<file path="src/psc_regs.vh">
// What this block does
// (RULE_01) no group input active: default group
// (RULE_02) active group input selects its group
// (RULE_03) priority order resolves several active inputs
// (RULE_04) each group picks any discrete input
// (RULE_05) virtual inputs also control groups
// (RULE_06) stage reports idle, blocked, start or trip
// (RULE_07) start asserts when fault detected
// (RULE_08) trip after delay; abandon if fault clears
// (RULE_09) trip held while fault persists
// (RULE_10) blocked stage reports blocked, no pickup
// (RULE_11) blocking freezes delay counter
// (RULE_12) blocking after trip has no effect
// (RULE_13) non-arc stages blockable via block matrix
// (RULE_14) fixed internal blocking, e.g. no voltage
// (RULE_15) test force gives start/trip half second
// (RULE_16) force flag clears five minutes after keys
// (RULE_17) force flag permits direct relay forcing
// (RULE_18) matrix routes start/trip to outputs
// (RULE_19) cleared fault drops out under 50 ms
// (RULE_20) reset delay then release unless latched
// (RULE_21) reset delay below 95 ms
// (RULE_22) comparators apply hysteresis dead band
// (RULE_23) release beyond pickup minus/plus dead band
`ifndef PSC_REGS_VH
`define PSC_REGS_VH
`define PSC_CLK_HZ        10000000
`define PSC_NSTAGE        4
`define PSC_NOUT          8
`define PSC_NSRC          16
`define PSC_A_GROUP       12'h000
`define PSC_A_GRPSEL      12'h004
`define PSC_A_FORCE       12'h008
`define PSC_A_KEY         12'h00C
`define PSC_A_STATUS      12'h010
`define PSC_A_OUTMAP      12'h014
`define PSC_A_BLKMAP      12'h018
`define PSC_A_STGCFG      12'h01C
`define PSC_A_RELAY       12'h020
`define PSC_A_STGSEL      12'h024
`define PSC_A_ANALOG      12'h028
`define PSC_STGSEL_W      2
`define PSC_FORCE_MS      500
`define PSC_FORCE_CYC     ((`PSC_CLK_HZ / 1000) * `PSC_FORCE_MS)
`define PSC_TOUT_S        300
`define PSC_TOUT_CYC      (`PSC_CLK_HZ * `PSC_TOUT_S)
`define PSC_RESET_MS      80
`define PSC_RESET_CYC     ((`PSC_CLK_HZ / 1000) * `PSC_RESET_MS)
`define PSC_RETARD_MS     40
`define PSC_RETARD_CYC    ((`PSC_CLK_HZ / 1000) * `PSC_RETARD_MS)
`endif

</file>
<file path="src/psc_top.v">
`timescale 1ns/1ns
`include "psc_regs.vh"
module psc_top #(
    parameter [31:0] TOUT_CYC   = `PSC_TOUT_CYC,
    parameter [31:0] FORCE_CYC  = `PSC_FORCE_CYC,
    parameter [31:0] RESET_CYC  = `PSC_RESET_CYC,
    parameter [31:0] RETARD_CYC = `PSC_RETARD_CYC
) (
    input  wire        pclk,
    input  wire        presetn,
    input  wire        psel,
    input  wire        penable,
    input  wire        pwrite,
    input  wire [11:0] paddr,
    input  wire [31:0] pwdata,
    output reg  [31:0] prdata,
    output reg         pready,
    output reg         pslverr,
    input  wire [7:0]  discrete_input,
    input  wire [7:0]  virtual_input,
    input  wire        panel_key,
    input  wire        voltage_present,
    input  wire [63:0] measure,
    output reg  [7:0]  relay_out,
    output reg  [7:0]  indicator_out,
    output reg  [15:0] analog_out,
    output reg  [1:0]  active_group,
    output reg  [3:0]  stage_start,
    output reg  [3:0]  stage_trip
);
    localparam [1:0] ST_IDLE = 2'b00;
    localparam [1:0] ST_BLK  = 2'b01;
    localparam [1:0] ST_START = 2'b10;
    localparam [1:0] ST_TRIP = 2'b11;

    // configuration
    reg [1:0]   default_group_select;
    reg         group_priority_order;  // 0: 1 to 4, 1: 4 to 1
    reg [15:0]  group_input_select;    // 4 bits per group: 0-7 di, 8-15 vi
    reg [3:0]   group_enable;
    reg         force_flag;
    reg [15:0]  stg_pickup  [0:3];
    reg [7:0]   stg_band    [0:3];
    reg [15:0]  stg_delay   [0:3];
    reg         stg_less    [0:3];
    reg         stg_latch   [0:3];
    reg         stg_arc     [0:3];
    reg         stg_uvblk   [0:3];
    reg [15:0]  stg_blkmap  [0:3];
    reg [15:0]  out_map     [0:3];     // [7:0] from start, [15:8] from trip
    reg [3:0]   force_start;
    reg [3:0]   force_trip;
    reg [7:0]   relay_force;
    reg         relay_force_en;
    reg [1:0]   stg_index;
    // state
    reg [1:0]   state   [0:3];
    reg [15:0]  dcount  [0:3];
    reg [31:0]  rcount  [0:3];
    reg         fault   [0:3];
    reg         held_s  [0:3];
    reg         held_t  [0:3];
    reg [31:0]  tout_cnt;
    reg [31:0]  frc_cnt;

    wire        wr_acc = psel & penable & pwrite;
    wire [15:0] blk_src = {virtual_input, discrete_input};
    wire [15:0] sel_src = {virtual_input, discrete_input};
    reg  [3:0]  grp_req;
    reg  [1:0]  next_group;
    reg  [7:0]  next_relay;
    reg  [7:0]  next_ind;
    integer     i;
    integer     g;
    integer     h;

    function [3:0] nib;
        input [15:0] v;
        input [1:0]  k;
        begin
            nib = v[k*4 +: 4];
        end
    endfunction

    // matrix blocking skips arc stages; the uv inhibit is fixed per stage
    function stg_blocked;
        input [1:0] k;
        begin
            stg_blocked = (!stg_arc[k] &&
                           (|(stg_blkmap[k] & blk_src))) ||   // see (RULE_13)
                          (stg_uvblk[k] && !voltage_present); // see (RULE_14)
        end
    endfunction

    // next comparator state; the dead band keeps noise from toggling it
    function stg_fault;
        input        was;
        input        less;
        input [15:0] meas;
        input [15:0] pick;
        input [7:0]  band;
        reg   [16:0] lo;
        reg   [16:0] hi;
        begin
            lo = {1'b0, meas} + {9'h000, band};
            hi = {1'b0, pick} + {9'h000, band};
            stg_fault = was;
            if (!less)
            begin
                if (meas > pick)
                    stg_fault = 1'b1;                      // see (RULE_22)
                else if (lo < {1'b0, pick})
                    stg_fault = 1'b0;                      // see (RULE_23)
            end
            else
            begin
                if (meas < pick)
                    stg_fault = 1'b1;
                else if ({1'b0, meas} > hi)
                    stg_fault = 1'b0;                      // see (RULE_23)
            end
        end
    endfunction

    always @*
    begin
        grp_req = 4'h0;
        for (g = 0; g < 4; g = g + 1)
            grp_req[g] = group_enable[g] &
                         sel_src[nib(group_input_select, g[1:0])]; // see (RULE_04) see (RULE_05)
        next_group = default_group_select;                     // see (RULE_01)
        if (group_priority_order)
        begin
            for (g = 0; g < 4; g = g + 1)
                if (grp_req[g])
                    next_group = g[1:0];                       // see (RULE_03)
        end
        else
        begin
            for (g = 3; g >= 0; g = g - 1)
                if (grp_req[g])
                    next_group = g[1:0];                       // see (RULE_02)
        end
    end

    always @*
    begin
        next_relay = 8'h00;
        next_ind = 8'h00;
        for (h = 0; h < 4; h = h + 1)
        begin
            if (held_s[h])
            begin
                next_relay = next_relay | out_map[h][7:0];     // see (RULE_18)
                next_ind = next_ind | out_map[h][7:0];
            end
            if (held_t[h])
            begin
                next_relay = next_relay | out_map[h][15:8];
                next_ind = next_ind | out_map[h][15:8];
            end
        end
        if (force_flag & relay_force_en)
            next_relay = relay_force;                          // see (RULE_17)
    end

    always @(posedge pclk or negedge presetn)
    begin
        if (!presetn)
        begin
            default_group_select <= 2'h0;
            group_priority_order <= 1'b0;
            group_input_select <= 16'h3210;
            group_enable <= 4'h0;
            force_flag <= 1'b0;
            force_start <= 4'h0;
            force_trip <= 4'h0;
            relay_force <= 8'h00;
            relay_force_en <= 1'b0;
            stg_index <= 2'h0;
            tout_cnt <= 32'h0;
            frc_cnt <= 32'h0;
            prdata <= 32'h0;
            pready <= 1'b0;
            pslverr <= 1'b0;
            relay_out <= 8'h00;
            indicator_out <= 8'h00;
            analog_out <= 16'h0000;
            active_group <= 2'h0;
            stage_start <= 4'h0;
            stage_trip <= 4'h0;
            for (i = 0; i < 4; i = i + 1)
            begin
                stg_pickup[i] <= 16'hFFFF;
                stg_band[i] <= 8'h00;
                stg_delay[i] <= 16'h0000;
                stg_less[i] <= 1'b0;
                stg_latch[i] <= 1'b0;
                stg_arc[i] <= 1'b0;
                stg_uvblk[i] <= 1'b0;
                stg_blkmap[i] <= 16'h0000;
                out_map[i] <= 16'h0000;
                state[i] <= ST_IDLE;
                dcount[i] <= 16'h0000;
                rcount[i] <= 32'h0;
                fault[i] <= 1'b0;
                held_s[i] <= 1'b0;
                held_t[i] <= 1'b0;
            end
        end
        else
        begin
            // zero-wait slave: answer in the first access cycle
            pready <= psel & ~penable;
            pslverr <= 1'b0;
            if (psel & ~penable & ~pwrite)
            begin
                case (paddr)
                `PSC_A_GROUP:  prdata <= {26'h0, group_priority_order,
                                          active_group, 1'b0,
                                          default_group_select};
                `PSC_A_GRPSEL: prdata <= {12'h0, group_enable,
                                          group_input_select};
                `PSC_A_FORCE:  prdata <= {23'h0, force_flag,
                                          force_trip, force_start};
                `PSC_A_STATUS: prdata <= {16'h0, stage_trip, stage_start,
                                          state[3], state[2], // see (RULE_06)
                                          state[1], state[0]};
                `PSC_A_OUTMAP: prdata <= {16'h0, out_map[stg_index]};
                `PSC_A_BLKMAP: prdata <= {16'h0, stg_blkmap[stg_index]};
                `PSC_A_STGCFG: prdata <= {stg_delay[stg_index],
                                          stg_pickup[stg_index]};
                `PSC_A_RELAY:  prdata <= {23'h0, relay_force_en,
                                          relay_force};
                `PSC_A_STGSEL: prdata <= {24'h0, stg_band[stg_index]};
                `PSC_A_ANALOG: prdata <= {16'h0, analog_out};
                default:       prdata <= 32'h0;
                endcase
            end
            // force flag times out after last panel activity
            if (panel_key)
                tout_cnt <= 32'h0;
            else if (force_flag && tout_cnt < TOUT_CYC - 1)
                tout_cnt <= tout_cnt + 32'h1;
            else if (force_flag)
                force_flag <= 1'b0;                            // see (RULE_16)
            if (frc_cnt != 32'h0)
                frc_cnt <= frc_cnt - 32'h1;
            else
            begin
                force_start <= 4'h0;
                force_trip <= 4'h0;
            end
            if (wr_acc)
            begin
                case (paddr)
                `PSC_A_GROUP:
                begin
                    default_group_select <= pwdata[1:0];
                    group_priority_order <= pwdata[5];
                end
                `PSC_A_GRPSEL:
                begin
                    group_input_select <= pwdata[15:0];
                    group_enable <= pwdata[19:16];
                end
                `PSC_A_FORCE:
                begin
                    force_flag <= pwdata[8];
                    tout_cnt <= 32'h0;
                    if (pwdata[8] | force_flag)
                    begin
                        force_start <= pwdata[3:0];            // see (RULE_15)
                        force_trip <= pwdata[7:4];
                        frc_cnt <= FORCE_CYC;
                    end
                end
                `PSC_A_KEY: tout_cnt <= 32'h0;
                `PSC_A_OUTMAP: out_map[stg_index] <= pwdata[15:0];
                `PSC_A_BLKMAP:
                begin
                    stg_blkmap[stg_index] <= pwdata[15:0];
                    stg_less[stg_index] <= pwdata[16];
                    stg_latch[stg_index] <= pwdata[17];
                    stg_arc[stg_index] <= pwdata[18];
                    stg_uvblk[stg_index] <= pwdata[19];
                end
                `PSC_A_STGCFG:
                begin
                    stg_pickup[stg_index] <= pwdata[15:0];
                    stg_delay[stg_index] <= pwdata[31:16];
                end
                `PSC_A_RELAY:
                begin
                    relay_force <= pwdata[7:0];
                    relay_force_en <= pwdata[8];
                end
                `PSC_A_STGSEL:
                begin
                    stg_index <= pwdata[9:8];
                    stg_band[pwdata[9:8]] <= pwdata[7:0];
                end
                `PSC_A_ANALOG:
                    if (force_flag)
                        analog_out <= pwdata[15:0];            // see (RULE_17)
                default: ;
                endcase
            end
            active_group <= next_group;
            relay_out <= next_relay;
            indicator_out <= next_ind;
            for (i = 0; i < 4; i = i + 1)
            begin
                fault[i] <= stg_fault(fault[i], stg_less[i],
                                      measure[i*16 +: 16],
                                      stg_pickup[i], stg_band[i]);
                case (state[i])
                ST_IDLE:
                begin
                    dcount[i] <= 16'h0000;
                    if (fault[i] | force_start[i] | force_trip[i])
                        state[i] <= ST_START;                  // see (RULE_07)
                end
                ST_START, ST_BLK:
                begin
                    if (!fault[i] && !force_start[i] && !force_trip[i])
                    begin
                        // drop out well inside the retardation limit
                        state[i] <= ST_IDLE;                   // see (RULE_19)
                    end
                    else if (force_trip[i])
                        state[i] <= ST_TRIP;
                    else if (stg_blocked(i[1:0]))
                        state[i] <= ST_BLK;                    // see (RULE_11)
                    else if (dcount[i] >= stg_delay[i])
                        state[i] <= ST_TRIP;                   // see (RULE_08)
                    else
                    begin
                        state[i] <= ST_START;
                        dcount[i] <= dcount[i] + 16'h0001;
                    end
                end
                ST_TRIP:
                    if (!fault[i] && !force_trip[i])
                        state[i] <= ST_IDLE;                   // see (RULE_09) see (RULE_12)
                default: state[i] <= ST_IDLE;
                endcase
                // a blocked stage with a fault goes from idle to blocked, not start
                if (state[i] == ST_IDLE && fault[i] && stg_blocked(i[1:0]))
                    state[i] <= ST_BLK;                        // see (RULE_10)
                // reset delay before outputs release, unless latched
                if (state[i] == ST_START || state[i] == ST_TRIP)
                begin
                    held_s[i] <= 1'b1;
                    rcount[i] <= 32'h0;
                    if (state[i] == ST_TRIP)
                        held_t[i] <= 1'b1;
                end
                else if (!stg_latch[i] && (held_s[i] | held_t[i]))
                begin
                    if (rcount[i] >= RESET_CYC - 1)
                    begin
                        held_s[i] <= 1'b0;                     // see (RULE_20)
                        held_t[i] <= 1'b0;                     // see (RULE_21)
                    end
                    else
                        rcount[i] <= rcount[i] + 32'h1;
                end
                stage_start[i] <= held_s[i];
                stage_trip[i] <= held_t[i];
            end
        end
    end
endmodule // psc_top

</file>
<file path="config.mk">
export PLATFORM = sky130hd
export DESIGN_NAME = psc_top
export DESIGN_NICKNAME = d
export VERILOG_FILES = /design/src/psc_top.v
export VERILOG_INCLUDE_DIRS = /design/src
export SDC_FILE = /design/constraint.sdc
export NUM_CORES = 2
export LEC_CHECK = 0
export BUFFER_PORTS_ARGS = -buffer_cell sky130_fd_sc_hd__buf_4
export CAP_MARGIN = 0
export CORE_ASPECT_RATIO = 0.8
export CORE_UTILIZATION = 55
export CTS_BUF_LIST = sky130_fd_sc_hd__clkbuf_8
export CTS_CLUSTER_SIZE = 24
export DETAILED_ROUTE_END_ITERATION = 16
export GPL_TIMING_DRIVEN = 1
export PLACE_DENSITY = 0.78
export SETUP_SLACK_MARGIN = 0.02
export SLEW_MARGIN = 15
export SYNTH_ARGS = -nofsm -noshare
export SYNTH_HDL_FRONTEND = slang
export SYNTH_SLANG_ARGS = --single-unit
</file>
<file path="constraint.sdc">
create_clock -name pclk -period 6.2 [get_ports pclk]
set_clock_uncertainty 0.1 [all_clocks]
set_input_delay 0.31 -clock pclk [delete_from_list [all_inputs] [get_ports pclk]]
set_output_delay 0.31 -clock pclk [all_outputs]
set_load 0.005 [all_outputs]
</file>
# [Yosys cells after proc, flatten, opt, wreduce, memory -nomap -nowiden]
# Index checks and enable logic that the tools add are counted.
[word_totals] ff_bits=698 elab_cells=534
[classes] order_cmp=33 n_addsub=18 reduce_logical=127 n_mux=181 bitwise=37 eq_ne=58
[op_table] cell="2-to-1 mux 32 bit" n=20
[op_table] cell="2-to-1 mux 16 bit" n=25
[op_table] cell="one-hot mux 32 bit (10 select lines)" n=1
[op_table] cell="bitwise mux 64 bit" n=4
[op_table] cell="adder 32 x 1 -> 32 bit (second input constant)" n=5
[op_table] cell="adder 16 x 8 -> 17 bit" n=8
[op_table] cell="binary-select mux 16 bit (select 2 bit)" n=4
[op_table] cell=">= comparator 32 x 20 -> 1 bit (second input constant)" n=4
[op_table] cell="one-hot mux 16 bit (2 select lines)" n=4
[op_table] cell="2-to-1 mux 8 bit" n=12
[op_table] cell="greater-than comparator 16 x 17 -> 1 bit" n=4
[op_table] cell="< comparator 17 x 16 -> 1 bit" n=4
[op_table] cell="2-to-1 mux 2 bit" n=33
[op_table] cell="adder 16 x 1 -> 16 bit (second input constant)" n=4
[op_table] cell="bitwise AND 16 bit" n=4
[op_table] cell=">= comparator 16 bit" n=4
[op_table] cell="greater-than comparator 16 bit" n=4
[op_table] cell="< comparator 16 bit" n=4
[op_table] cell="OR reduction 16 bit" n=4
[op_table] cell="bitwise OR 8 bit" n=7
[op_table] cell="2-to-1 mux 1 bit" n=53
[op_table] cell="equality test 12 x 5 -> 1 bit (second input constant)" n=4
[op_table] cell="inequality test 2 bit (second input constant)" n=24
[op_table] cell="AND reduction 2 bit" n=23
[op_table] cell="other kinds (37)" n=191

# [Depth between registers and ports, before layout]
[logic_depth] ltp_word=16 depth_mapped=17 depth_no_buf=17

# [Worst setup path before layout]
# No wires, ideal clock.
[synth_timing] kind="reg-to-reg" start="register stg_band[16] (netlist bit)" end="register fault[2] (netlist bit)" t_required_ns=6.033 n_path_buf=0 stages_incl_launch_ff=17 setup_slack_ns=2.521 arrival_ns=3.512 path_cell_list="dfrtp_1 ha_1 fa_1 a211oi_1 nor2_1 o311a_1 o21a_1 o21a_1 or2_2 ha_1 nand2_1 nor2_1 a211oi_1 o21ai_0 a2111oi_0 a311o_1 a221o_1"
[synth_via] elab_chain_len=4 elab_cells_between_ends=7
[synth_rtl] item="start: declaration" line="psc_top.v:43" source="reg [7:0] stg_band [0:3];"
[synth_rtl] item="start signal: indexed assignment" line="psc_top.v:301" source="stg_band[pwdata[9:8]] <= pwdata[7:0];"
[synth_rtl] item="adder 16 x 8 -> 17 bit (on tied branches)" line="psc_top.v:106, psc_top.v:105"
[synth_rtl] item="greater-than comparator 16 x 17 -> 1 bit / < comparator 17 x 16 -> 1 bit (equally long branches)" line="psc_top.v:119, psc_top.v:112"
[synth_rtl] item="inequality test 3 x 1 -> 1 bit (no source line) / nonzero test 3 bit (equally long branches)"
[synth_rtl] item="AND reduction 2 bit (no source line) *"
[synth_rtl] item="end signal: indexed assignment" line="psc_top.v:314" source="fault[i] <= stg_fault(fault[i], stg_less[i],"
[synth_rtl] item="end: declaration" line="psc_top.v:60" source="reg fault [0:3];"
# Every way passes the cells marked *; elsewhere a longest branch is shown, timed or not.
# A chain may end at the register's enable or synchronous reset.

# [Worst setup path in the final report]
[layout_timing] start="register stg_band[24] (netlist bit)" end="register fault[3] (netlist bit)"
# Same word-level chain as after synthesis.

==> impl_metrics.py <==
metrics = {
    "run_status": {
        "result_of_the_run": "completed",
    },
    "synthesis": {
        "yosys_warnings": 0,
        "synth_top_family_by_area": "simple AND/OR/NAND/NOR gates",
        "syn_inst": 4222,
        "synth_fa_ha_area_frac": 0.1035,
        "ys_seq_elements": 698,
        "syn_nets": 4700,
        "synth_edf_count": 0,
        "synth_async_sr_flop_share": 1.000,
        "synth_compound_area_frac": 0.1258,
        "synth_simple_gate_area_frac": 0.1590,
        "synth.distinct_cells": 89,
        "synth.area.mux_share": 0.1156,
        "synth-main-ff-cell": "sky130_fd_sc_hd__dfrtp_1",
        "synth_sequential_area_ratio": 0.4129,
        "syn_area_sq_um": 42510,
        "xor_xnor_portion_of_the_synthesized_cell_area": 0.04759,
        "avgSynthCellArea_sq_um": 10.07,
    },
    "layout": {
        "net_count_final": 4909,
        "final_core_utilization": 0.6278,
        "drive_gt1_frac": 0.1864,
        "syn_to_final_growth_pct": 12.09,
        "layout.area.seq_sq_um": 17560,
        "nFillCells": 6055,
        "multiInputGateArea_sq_um": 23510,
        "design_area_sq_um": 47650,
    },
    "floorplanning": {
        "initial_utilization": 0.5601,
        "die_area_sq_um": 78420,
        "die_y_microns": 250.7,
        "placeableCoreArea_sq_um": 75900,
        "io_pins": 207,
        "fp-row-count": 90,
        "x_dimension_of_the_die_microns": 312.8,
    },
    "route": {
        "routed_wire_length_per_instance_microns": 23.70,
        "detail-route-antenna-nets": 0,
        "detail_route.vias_per_cell": 6.386,
        "route.detailed.drc": 0,
        "first_pass_iters": 8,
        "routed_wirelength_microns": 131100,
        "initialDrtViolationCount": 3945,
        "via_count": 35331,
    },
    "grt": {
        "grt_max_degree": 157,
        "grt_antenna_before_repair": 5,
        "grt_first_pass_wirelength_microns": 201800,
        "grtUsageTotal": 0.3342,
        "global_route_total_overflow": 0,
        "first_global_vias": 33856,
    },
    "cts": {
        "cts_buffer_depth": 3,
        "cts_num_sinks": 698,
        "cts_tree": "built",
        "tritoncts.num_buffers": 107,
        "path_clk_slew_ns": 0.07,
        "postCtsResizedCells": 0,
        "h-tree-depth": 3,
        "worst_skew_pair.late_latency_ns": 0.75,
        "cts.root.buffer_cell": "sky130_fd_sc_hd__clkbuf_8",
        "cts_setup_buffers": 0,
    },
    "timing": {
        "final_count_of_pins_violating_max_slew": 0,
        "post-route-min-period_ns": 4.330,
        "finalSetupViolCount": 0,
        "timing.max_slew.rel_slack": 0.2654,
        "final_min_period_over_clock_period": 0.6983,
        "finalWorstSetupSlack_ns": 1.870,
        "setup_total_negative_slack_ns": 0,
        "final.hold.worst_slack_ns": 0.08110,
        "top_achievable_clock_speed_ghz": 0.2310,
        "rsz0062_at_grt": "no",
        "hold_viol_final": 0,
        "max_slew.worst_pin.slew_ns": 1.099,
    },
    "setup_path": {
        "worst_path_most_repeated_cell": "sky130_fd_sc_hd__o21ai_0",
        "cp_cell_sequence": "ha_1 -> inv_1 -> fa_1 -> inv_1 -> a21o_1 -> and4_1 -> nor2_1 -> a21oi_1 -> xor2_1 -> ha_1 -> a211o_1 -> a21oi_1 -> o21ai_0 -> a31oi_1 -> o21ai_0 -> a31oi_1 -> dlygate4sd3_1 -> o21ai_0",
        "timing_worst_setup_path_type": "reg -> reg",
        "critical_path_arrival_ns": 4.82,
        "cp_max_fo": 5,
        "worst-endpoint-required_ns": 6.69,
        "critical_path.n_buffers_inverters": 3,
        "worst_path_largest_cell_delay_ns": 0.56,
        "path_delay_family": "compound AO/OA/AOI/OAI gates",
        "worstSetupEndpointType": "flop",
        "timing.critical_path.slowest_stage_cell": "sky130_fd_sc_hd__dlygate4sd3_1",
        "critical_path.startpoint_type": "flop",
    },
    "power_and_ir_drop": {
        "static-leakage-power_uw": 0.02237,
        "power.density_nw_per_um2": 208.7,
        "vdd_ir_drop_max_v": 0.0001755,
    },
    "place": {
        "preCtsSetupSlack_ns": 1.980,
        "dpl_cell_area_sq_um": 44950,
        "place.gp.congestion": 1.029,
        "dp_hpwl_microns": 95920,
        "portBuffers": 205,
    },
    "job": {
        "timing.max_cap.violations": 0,
    },
    "worst_hold_path": {
        "holdCritPathClass": "in -> reg",
    },
}
==> area by class of cell <==
type | count | area share
tap | 1012 | 0.02657
clock inverter | 58 | 0.007247
antenna | 3 | 0.0001575
timing repair buffer | 279 | 0.04747
multi-input combinational | 3132 | 0.4934
inverter | 213 | 0.01678
sequential | 698 | 0.3685
clock buffer | 138 | 0.03986
==> worst min-delay path, stage by stage <==
cell and delay, ns:
sky130_fd_sc_hd__buf_4 0.11, sky130_fd_sc_hd__ha_1 0.15, sky130_fd_sc_hd__a221oi_1 0.08, sky130_fd_sc_hd__a21oi_1 0.11
sky130_fd_sc_hd__o21ai_0 0.09
==> metrics by stage <==
step / instances / power [uW]
2_1_floorplan: 4222 / 5438
3_3_place_gp: 5290 / 5907
3_5_place_dp: 5290 / 5938
4_1_cts: 5530 / 9975
5_1_grt: 5533 / 10320
6_report: 5533 / 9944
==> cells in the mapped netlist (all sizes together), types with 63 or more instances <==
| master | instances | area (sq um) |
|---|---|---|
| mux2 | 240 | 2703 |
| nand4 | 81 | 506.7 |
| a21oi | 146 | 730.7 |
| clkbuf | 155 | 581.8 |
| xnor2 | 165 | 1445 |
| ha | 339 | 4242 |
| dfstp | 68 | 1787 |
| nand3 | 116 | 580.6 |
| xor2 | 66 | 578.1 |
| mux4 | 80 | 1802 |
| o21ai | 264 | 1325 |
| and2 | 65 | 406.6 |
| dfrtp | 630 | 15770 |
| nor2 | 311 | 1170 |
| a22oi | 63 | 473.0 |
| nand2 | 385 | 1445 |
| nor3 | 89 | 450.4 |
| inv | 213 | 799.5 |
==> kinds of logic after synthesis <==
kind of cell               count (synthesis)
and+or+nand+nor                         1370
AOI/OAI and AO/OA                        822
DFF                                      698
buffers and inverters                    392
muxes                                    361
adders and majority gates                347
xor gates and xnor gates                 231
other                                      1
==> flip-flops by register name, indices dropped and copies added, names as in the netlist, 8 cells and up <==
signal	flops
relay_force	8
indicator_out	8
stg_pickup	64
state	8
group_input_select	16
stg_blkmap	64
dcount	64
frc_cnt	32
out_map	64
analog_out	16
stg_band	32
rcount	128
prdata	32
stg_delay	64
tout_cnt	32
relay_out	8
==> power breakdown <==
part	total [uW]	internal, uW	switching, uW
Sequential	4780	4640	142
Clock	4040	2120	1920
Combinational	1120	374	744
==> final timing paths <==
| kind | start | endpoint | slack [ns] | depth (start not counted) |
|---|---|---|---|---|
| worst max-delay path | stg_band[24] | fault[3] | 1.87 | 18 |
| worst min-delay path | measure[14] | fault[3] | 0.08 | 5 |
| worst max register to register | stg_band[24] | fault[3] | 1.87 | 18 |
| worst min register to register | rcount[31] | rcount[31] | 0.38 | 1 |
| max in group asynchronous | presetn | rcount[125] | 4.27 | 4 |
| min in group asynchronous | presetn | stg_blkmap[13] | 0.10 | 2 |
==> cells in the final DEF (no fill, tap or decap), types with 28 or more instances in the layout <==
cell type,instances
sky130_fd_sc_hd__dfrtp_1,628
sky130_fd_sc_hd__nand2_1,385
sky130_fd_sc_hd__ha_1,339
sky130_fd_sc_hd__nor2_1,305
sky130_fd_sc_hd__o21ai_0,260
sky130_fd_sc_hd__inv_1,248
sky130_fd_sc_hd__mux2_2,240
sky130_fd_sc_hd__buf_4,230
sky130_fd_sc_hd__xnor2_1,165
sky130_fd_sc_hd__a21oi_1,146
sky130_fd_sc_hd__clkbuf_8,138
sky130_fd_sc_hd__nand3_1,116
sky130_fd_sc_hd__nor3_1,88
sky130_fd_sc_hd__nand4_1,81
sky130_fd_sc_hd__mux4_2,80
sky130_fd_sc_hd__dfstp_2,68
sky130_fd_sc_hd__xor2_1,66
sky130_fd_sc_hd__and2_1,64
sky130_fd_sc_hd__a22oi_1,63
sky130_fd_sc_hd__nor4_1,54
sky130_fd_sc_hd__and3_1,50
sky130_fd_sc_hd__dlygate4sd3_1,44
sky130_fd_sc_hd__or3_1,41
sky130_fd_sc_hd__nor2b_1,41
sky130_fd_sc_hd__mux2i_1,41
sky130_fd_sc_hd__a211oi_1,37
sky130_fd_sc_hd__a31oi_1,36
sky130_fd_sc_hd__nand2b_1,34
sky130_fd_sc_hd__a22o_1,32
sky130_fd_sc_hd__a21o_1,30
sky130_fd_sc_hd__o211ai_1,30
sky130_fd_sc_hd__a221oi_1,28
==> metal layers <==
layer | up-vias | wire length (microns) | track usage
met3 | 262 | 18240 | 0.1250
met1 | 17391 | 55240 | 0.4810
met4 | 0 | 4344 | 0.1083
met5 | - | 0 | 0.003686
met2 | 1851 | 53300 | 0.4613
li1 | 15827 | - | -
==> what timing repair did <==
item                                    in CTS  in global routing
endpoints found under the setup margin       0                  0
hold endpoints to repair                   374                  0
hold buffers                                44                  0
Note: power is estimated with default switching activity, not from simulation.
